--- src/hdl/asrc_pkg.sv ---
// Package for the async SRAM host controller: timing constants and carriers
package asrc_pkg;

  localparam int unsigned ASRC_CLK_PERIOD_NS = 10;
  localparam int unsigned ASRC_ADDR_W = 14;
  localparam int unsigned ASRC_DATA_W = 4;

  // Fastest grade figures in ns
  localparam int unsigned ASRC_T_ACCESS_NS = 25;
  localparam int unsigned ASRC_T_OE_ACC_NS = 15;
  localparam int unsigned ASRC_T_WP_NS = 20;
  localparam int unsigned ASRC_T_DS_NS = 13;
  localparam int unsigned ASRC_T_AH_NS = 5;
  localparam int unsigned ASRC_T_WZ_NS = 15;
  localparam int unsigned ASRC_T_FWP_NS = 13;
  localparam int unsigned ASRC_T_FWC_NS = 18;

  // Least times round up to whole cycles
  localparam int unsigned ASRC_RD_CYC =
    (ASRC_T_ACCESS_NS + ASRC_CLK_PERIOD_NS - 1) / ASRC_CLK_PERIOD_NS;
  localparam int unsigned ASRC_WP_CYC =
    (ASRC_T_WP_NS + ASRC_CLK_PERIOD_NS - 1) / ASRC_CLK_PERIOD_NS;
  localparam int unsigned ASRC_WZ_CYC =
    (ASRC_T_WZ_NS + ASRC_CLK_PERIOD_NS - 1) / ASRC_CLK_PERIOD_NS;
  localparam int unsigned ASRC_AH_CYC =
    (ASRC_T_AH_NS + ASRC_CLK_PERIOD_NS - 1) / ASRC_CLK_PERIOD_NS;
  localparam int unsigned ASRC_FWP_CYC =
    (ASRC_T_FWP_NS + ASRC_CLK_PERIOD_NS - 1) / ASRC_CLK_PERIOD_NS;
  localparam int unsigned ASRC_FWC_CYC =
    (ASRC_T_FWC_NS + ASRC_CLK_PERIOD_NS - 1) / ASRC_CLK_PERIOD_NS;

  localparam logic [3:0] ASRC_CNT_ZERO = 4'h0;

  typedef struct packed {
    logic write;
    logic fast;
    logic [ASRC_ADDR_W-1:0] addr;
    logic [ASRC_DATA_W-1:0] wdata;
  } asrc_req_t;

  typedef struct packed {
    logic cs_n;
    logic oe_n;
    logic we_n;
  } asrc_strobe_t;

endpackage

--- src/hdl/asrc_host.sv ---
// Host controller driving a 16K x 4 asynchronous static RAM over its pins
`timescale 1ns/1ps
module asrc_host
  import asrc_pkg::*;
#(
  parameter int unsigned ADDR_W = ASRC_ADDR_W,
  parameter int unsigned DATA_W = ASRC_DATA_W
) (
  // Clock, reset, enable
  input wire logic ref_clk_i,
  input wire logic srst_i,
  input wire logic clk_en_i,
  // User request
  input wire logic req_valid_i,
  input wire asrc_req_t req_i,
  output logic req_ready_o,
  output logic rd_valid_o,
  output logic [DATA_W-1:0] rd_data_o,
  // Memory pins
  output logic [ADDR_W-1:0] word_address_o,
  output asrc_strobe_t strobe_o,
  input wire logic [DATA_W-1:0] mem_dq_i,
  output logic [DATA_W-1:0] mem_dq_o,
  output logic mem_dq_oe_o
);

  typedef enum logic [2:0] {
    ASRC_IDLE, ASRC_READ, ASRC_WSETUP, ASRC_WPULSE, ASRC_WHOLD
  } asrc_state_t;

  asrc_state_t state_q, state_d;
  logic [3:0] cnt_q, cnt_d;
  logic [ADDR_W-1:0] addr_q;
  logic [DATA_W-1:0] wdata_q, rdata_q;
  logic fast_q, rd_valid_q;
  asrc_strobe_t strobe_q;

  wire cnt_done = (cnt_q == ASRC_CNT_ZERO);
  wire take = req_valid_i && (state_q == ASRC_IDLE);
  // Fast write hold is padded so pulse and hold still cover the full cycle time
  wire [3:0] fw_pad = 4'(ASRC_FWC_CYC - ASRC_FWP_CYC);

  assign req_ready_o = (state_q == ASRC_IDLE);
  assign rd_valid_o = rd_valid_q;
  assign rd_data_o = rdata_q;
  assign word_address_o = addr_q;
  assign strobe_o = strobe_q;
  assign mem_dq_o = wdata_q;

  // Host drives data during the write strobe and the hold after it; memory released it by then
  assign mem_dq_oe_o = (state_q == ASRC_WPULSE) || (state_q == ASRC_WHOLD);

  always_comb begin
    state_d = state_q;
    cnt_d = cnt_done ? cnt_q : cnt_q - 4'h1;
    case (state_q)
      ASRC_IDLE: begin
        if (req_valid_i) begin
          if (req_i.write) begin
            state_d = ASRC_WSETUP;
            cnt_d = ASRC_CNT_ZERO;
          end else begin
            state_d = ASRC_READ;
            cnt_d = 4'(ASRC_RD_CYC);
          end
        end
      end
      ASRC_READ: if (cnt_done) state_d = ASRC_IDLE;
      ASRC_WSETUP: begin
        state_d = ASRC_WPULSE;
        cnt_d = fast_q ? 4'(ASRC_FWP_CYC) : 4'(ASRC_WP_CYC);
      end
      ASRC_WPULSE: begin
        if (cnt_done) begin
          state_d = ASRC_WHOLD;
          cnt_d = fast_q ? fw_pad : 4'(ASRC_AH_CYC);
        end
      end
      ASRC_WHOLD: if (cnt_done) state_d = ASRC_IDLE;
      default: state_d = ASRC_IDLE;
    endcase
  end

  always_ff @(posedge ref_clk_i) begin
    if (srst_i) begin
      state_q <= ASRC_IDLE;
      cnt_q <= ASRC_CNT_ZERO;
    end else if (clk_en_i) begin
      state_q <= state_d;
      cnt_q <= cnt_d;
    end
  end

  // Address and data latched only when a request is taken
  always_ff @(posedge ref_clk_i) begin
    if (srst_i) begin
      addr_q <= '0;
      wdata_q <= '0;
      fast_q <= 1'b0;
    end else if (clk_en_i && take) begin
      addr_q <= req_i.addr[ADDR_W-1:0];
      wdata_q <= req_i.wdata[DATA_W-1:0];
      fast_q <= req_i.fast;
    end
  end

  // Strobes come from flops so the pins never glitch
  always_ff @(posedge ref_clk_i) begin
    if (srst_i) begin
      strobe_q <= '{cs_n: 1'b1, oe_n: 1'b1, we_n: 1'b1};
    end else if (clk_en_i) begin
      strobe_q.cs_n <= !(state_d != ASRC_IDLE);
      strobe_q.oe_n <= !(state_d == ASRC_READ);
      strobe_q.we_n <= !(state_d == ASRC_WPULSE);
    end
  end

  // Sample read data on the last read cycle, access time elapsed
  always_ff @(posedge ref_clk_i) begin
    if (srst_i) begin
      rdata_q <= '0;
      rd_valid_q <= 1'b0;
    end else if (clk_en_i) begin
      rd_valid_q <= (state_q == ASRC_READ) && cnt_done;
      if ((state_q == ASRC_READ) && cnt_done) rdata_q <= mem_dq_i;
    end
  end
endmodule // asrc_host

--- config.mk ---
export PLATFORM = sky130hd
export DESIGN_NAME = asrc_host
export DESIGN_NICKNAME = d
export VERILOG_FILES = /design/src/hdl/asrc_pkg.sv /design/src/hdl/asrc_host.sv
export SDC_FILE = /design/constraint.sdc
export NUM_CORES = 1
export LEC_CHECK = 0
export BUFFER_PORTS_ARGS = -buffer_cell sky130_fd_sc_hd__buf_4
export CAP_MARGIN = 20
export CELL_PAD_IN_SITES_DETAIL_PLACEMENT = 1
export CELL_PAD_IN_SITES_GLOBAL_PLACEMENT = 1
export CORE_AREA = 8 8 55 103
export DETAILED_ROUTE_END_ITERATION = 10
export DIE_AREA = 0 0 63 111
export PLACE_DENSITY = 0.81
export SYNTH_ARGS = -nofsm -noshare
export SYNTH_HDL_FRONTEND = slang
export SYNTH_SLANG_ARGS = --single-unit
--- constraint.sdc ---
create_clock -name ref_clk_i -period 2.7 [get_ports ref_clk_i]
set_input_delay 0.27 -clock ref_clk_i [delete_from_list [all_inputs] [get_ports ref_clk_i]]
set_output_delay 0.27 -clock ref_clk_i [all_outputs]
set_load 0.02 [all_outputs]
---- Yosys cells after proc, flatten, opt, wreduce, memory -nomap -nowiden ----
Index checks and enable logic that the tools add are counted.
Widths: inputs -> output; s select.
word-level totals
  bits in registers ....................... 34
  output and inout bits ................... 28
  input port bits ......................... 28
  word-level logic and storage cells ...... 40
operators by class
  mux-type cells .......................... 11
  equality and inequality tests ........... 6
  reductions and logical operators ........ 12
  $add $sub $neg .......................... 1
operators with widths
  kind                 count
  $mux 4               3
  $pmux 3 s4           1
  $pmux 4 s3           1
  $eq 3x2->1 const B   3
  $mux 3               3
  $eq 3x1->1 const B   2
  $logic_not 4->1      1
  $mux 2               2
  $sub 4x1->4 const B  1
  $eq 3x3->1 const B   1
  $logic_and 1x1->1    3
  $logic_not 1->1      3
  $logic_not 3->1      1
  $reduce_bool 3->1    1
  $reduce_and 2->1     1
  $reduce_or 2->1      1
  $logic_or 1x1->1     1
  $mux 1               1

---- Longest topological paths before layout ----
  depth in word-level cells ............... 5
  depth in mapped cells ................... 6
  depth with buffers taken out ............ 6

---- Least setup slack after synthesis ----
Ideal clock, no wire load.
  kind .................................... reg2reg
  from .................................... register cnt_q[0]
  to ...................................... register cnt_q[1]
  required time ........................... 2.567 ns
  setup time .............................. 0.133 ns
  clock period less this slack ............ 1.615 ns
  buffers on the path ..................... 0
  cell stages (with the launch flop) ...... 7
  path slack .............................. 1.085 ns
  arrival time ............................ 1.482 ns
  path through ............................ dfxtp_1 -> inv_1 -> ha_1 -> or3b_4 -> mux2i_1 -> a221oi_1 -> a2111oi_2
between the ends
  longest elaborated chain between the ends .. 4
  elaborated cells on any way between the ends .. 6
  classes of those cells .................. 1 x add/sub; 4 x mux; 1 x reduce/logical
RTL lines
  element                                         line                              RTL
  from (decl)                                     asrc_host.sv:32                   logic [3:0] cnt_q, cnt_d;
  from (signal assigned)                          asrc_host.sv:90                   cnt_q <= cnt_d;
  $sub 4x1->4 or $logic_not 4->1 (tied branches)  asrc_host.sv:55, asrc_host.sv:38
  $mux 4                                          asrc_host.sv:55                   cnt_d = cnt_done ? cnt_q : cnt_q - 4'h1;
  $mux 4, on equally long branches                asrc_host.sv:74, asrc_host.sv:58
  $pmux 4 s3 (*)                                  asrc_host.sv:56                   case (state_q)
Mark *: on every way between the ends. The rest lies on a longest branch, timed or not.
A chain may end at the register's enable or synchronous reset.

---- Final worst setup path ----
  from .................................... register cnt_q[0]
  to ...................................... register rdata_q[2], in the netlist rd_data_o[2]
between the ends
  longest elaborated chain between the ends .. 3
RTL lines
  element                            line              RTL
  $logic_not 4->1                    asrc_host.sv:38   wire cnt_done = (cnt_q == ASRC_CNT_ZERO);
  $logic_and 1x1->1                  asrc_host.sv:125  if ((state_q == ASRC_READ) && cnt_done) rdata_q <= mem_dq_i;
  $reduce_and 2->1 (no source line)  n/a
  to (signal assigned)               asrc_host.sv:125
  to (decl)                          asrc_host.sv:34   logic [DATA_W-1:0] wdata_q, rdata_q;
No other way between the ends.

==> impl_metrics.env <==
export IMPL_hold_buffers=0
export IMPL_cts_buffers=5
export IMPL_synthToLayoutAreaGrowth_pct=34.6
export IMPL_outcome="finished, final reports clean"
export IMPL_setup_viol=0
export IMPL_dr_wl_met2_mm=2.41
export IMPL_ys_warn_count=0
export IMPL_power_density_nw_per_um2=565
export IMPL_hpwl_mm=3.28
export IMPL_syn_avg_cell_area_um2=8.08
export IMPL_seqPwrFrac_pct=48.8
export IMPL_end_kind="flip-flop"
export IMPL_postCtsSetupBuffers=0
export IMPL_fin_crit_ps=1820
export IMPL_finalHoldViolCount=0
export IMPL_ctsResizeCount=0
export IMPL_synth_area_leaders="dfxtp_1, nand2_1, a21oi_1, mux2i_1, nor2_1"
export IMPL_synth_cells=183
export IMPL_synthArstFlopShare_pct=0
export IMPL_worstMarginPinSlew_ps=699
export IMPL_place_congestion=0.806
export IMPL_clock_path_buffers=2
export IMPL_met3_wirelength_um=223
export IMPL_insertion_delay_ps=280
export IMPL_wl_met1_mm=1.52
export IMPL_dominantRegCellSynth="dfxtp_1"
export IMPL_yosys_register_bits=34
export IMPL_p_leak_nw=0.851
export IMPL_io_pins=56
export IMPL_grt_use_total_pct=12.7
export IMPL_port_buffers=55
export IMPL_core_um2=4300
export IMPL_power_frac_comb_pct=20.5
export IMPL_rsz0062_at_grt="no"
export IMPL_synth_top_area_share_pct=46.0
export IMPL_synth_distinct_cells=37
export IMPL_start_kind="flip-flop"
export IMPL_drv_cap=0
export IMPL_rows=34
export IMPL_synthTopCellsByCount="nand2_1, dfxtp_1, a21oi_1"
export IMPL_crit_fanout=10
export IMPL_ys_seq_area_share_pct=46.0
export IMPL_die_h_um=111
export IMPL_tns_ps=0
export IMPL_synth_edff_count=0
export IMPL_avgRoutedWirePerCell_um=14.8
export IMPL_grt_max_degree=35
export IMPL_via_per_inst=5.06
export IMPL_clkPwrFrac_pct=30.7
export IMPL_max_slew_margin_rel_pct=53.4
export IMPL_diodes=0
export IMPL_maxUsedRoutingLayer="met4"
export IMPL_synth_most_common_cell="nand2_1"
export IMPL_dieArea_um2=6990
export IMPL_antenna_left=0
export IMPL_cp_required_ps=2860
export IMPL_dieWidth_um=63
export IMPL_cts_tree="done"
export IMPL_nFillCells=547
export IMPL_htree_levels=2
export IMPL_cts_root_buf="clkbuf_8"
export IMPL_grt_pass1_wl_mm=7.20
export IMPL_p_sw_share_pct=28.4
export IMPL_num_vias=1456
export IMPL_postLayoutCoreUtil_pct=46.3
export IMPL_grt_pass1_vias=1597
export IMPL_totalWireLength_mm=4.27
export IMPL_first_iter_violations=14
export IMPL_synthesis_nets=212
export IMPL_critPathKind="flip-flop to flip-flop"
export IMPL_syn_area_um2=1480
export IMPL_first_pass_iters=4
export IMPL_irDropWorstVdd_uv=339
export IMPL_clk_pin_slew_ps=70
export IMPL_clock_skew_ps=5.59
export IMPL_worstHoldPathType="primary input to flip-flop"
export IMPL_nets=263
export IMPL_gr_total_overflow=0
export IMPL_drv_slew=0
export IMPL_fmax_mhz=550
export IMPL_yosysTopAreaCell="dfxtp_1"
export IMPL_p_switching_mw=0.319
export IMPL_p_int_mw=0.805
export IMPL_cp_data_arrival_time_ps=1980
export IMPL_start_util_pct=34.4
export IMPL_period_share_pct=67.4
export IMPL_drc=0
export IMPL_antenna_found_initial=0
export IMPL_cts_sinks=34
export IMPL_drive_above_1_share_pct=29.9
==> kinds of logic after synthesis <==
logic type | share of synthesized area [%]
DFF | 46.0
and+or+nand+nor | 24.7
AOI/OAI and AO/OA | 18.6
buffers and inverters | 4.48
muxes | 4.15
xor gates and xnor gates | 1.18
adders and majority gates | 0.846
==> worst paths after layout <==
path / from / cells past startpoint / to / slack [ps]
worst max-delay path: cnt_q[0] / 6 / rd_data_o[2] / 880
worst min-delay path: mem_dq_i[3] / 3 / rd_data_o[3] / 220
worst max register to register: cnt_q[0] / 6 / rd_data_o[2] / 880
worst min register to register: word_address_o[4] / 2 / word_address_o[4] / 460
==> layout by cell type (no fill, tap or decap), drive strengths merged, types with 3 or more instances in the layout <==
cell type  instances
dfxtp             34
nor3               5
nand2             46
clkbuf             5
nor2               7
o21ai              6
nand2b             4
inv                5
a31oi              3
a21oi             31
mux2i              5
buf               55
==> per-layer routing <==
metal  vias to the layer above  track usage [%]
li1                        723                -
met1                       684             11.7
met2                        38             23.2
met3                        11             4.15
met4                         0             7.06
met5                         -                0
==> critical path, cell delays in order (launching register included) <==
cell,delay [ps]
dfxtp_1,320
inv_1,120
ha_1,220
nor3b_4,460
nand4_2,290
mux2i_1,230
nor2_1,60
==> power by group through the flow <==
stage               Sequential, mW  Combinational, mW  Clock [mW]
floorplan                    0.574              0.127           0
global route                 0.552              0.257       0.386
global placement             0.559              0.228           0
detailed placement           0.560              0.235           0
finish                       0.549              0.231       0.345
CTS                          0.549              0.235       0.360
==> flip-flops by register name, summed over array words and instances (netlist names) <==
name / count
fast_q: 1
rd_data_o: 4
mem_dq_o: 4
word_address_o: 14
strobe_o: 3
cnt_q: 4
rd_valid_o: 1
state_q: 3
==> final cells by class <==
| type | count | area (µm²) | area share (%) |
|---|---|---|---|
| multi-input cells | 133 | 732 | 36.8 |
| clock inverters | 2 | 10.0 | 0.503 |
| clock buffers | 5 | 68.8 | 3.46 |
| well taps | 54 | 67.6 | 3.39 |
| flip-flops and latches | 34 | 681 | 34.2 |
| inverters | 5 | 18.8 | 0.943 |
| repair buffers | 55 | 413 | 20.7 |
==> per-stage QoR <==
stage | power, mW | instance area [µm²] | std cells | hold WS (ps) | setup WS (ps)
floorplan | 0.702 | 1480 | 183 | 406 | 1090
global placement | 0.787 | 1910 | 281 | 442 | 953
detailed placement | 0.795 | 1910 | 281 | 451 | 861
CTS | 1.14 | 1990 | 288 | 216 | 844
global route | 1.19 | 1990 | 288 | 224 | 643
finish | 1.12 | 1990 | 288 | 222 | 881
(Power assumes the default switching activity.)
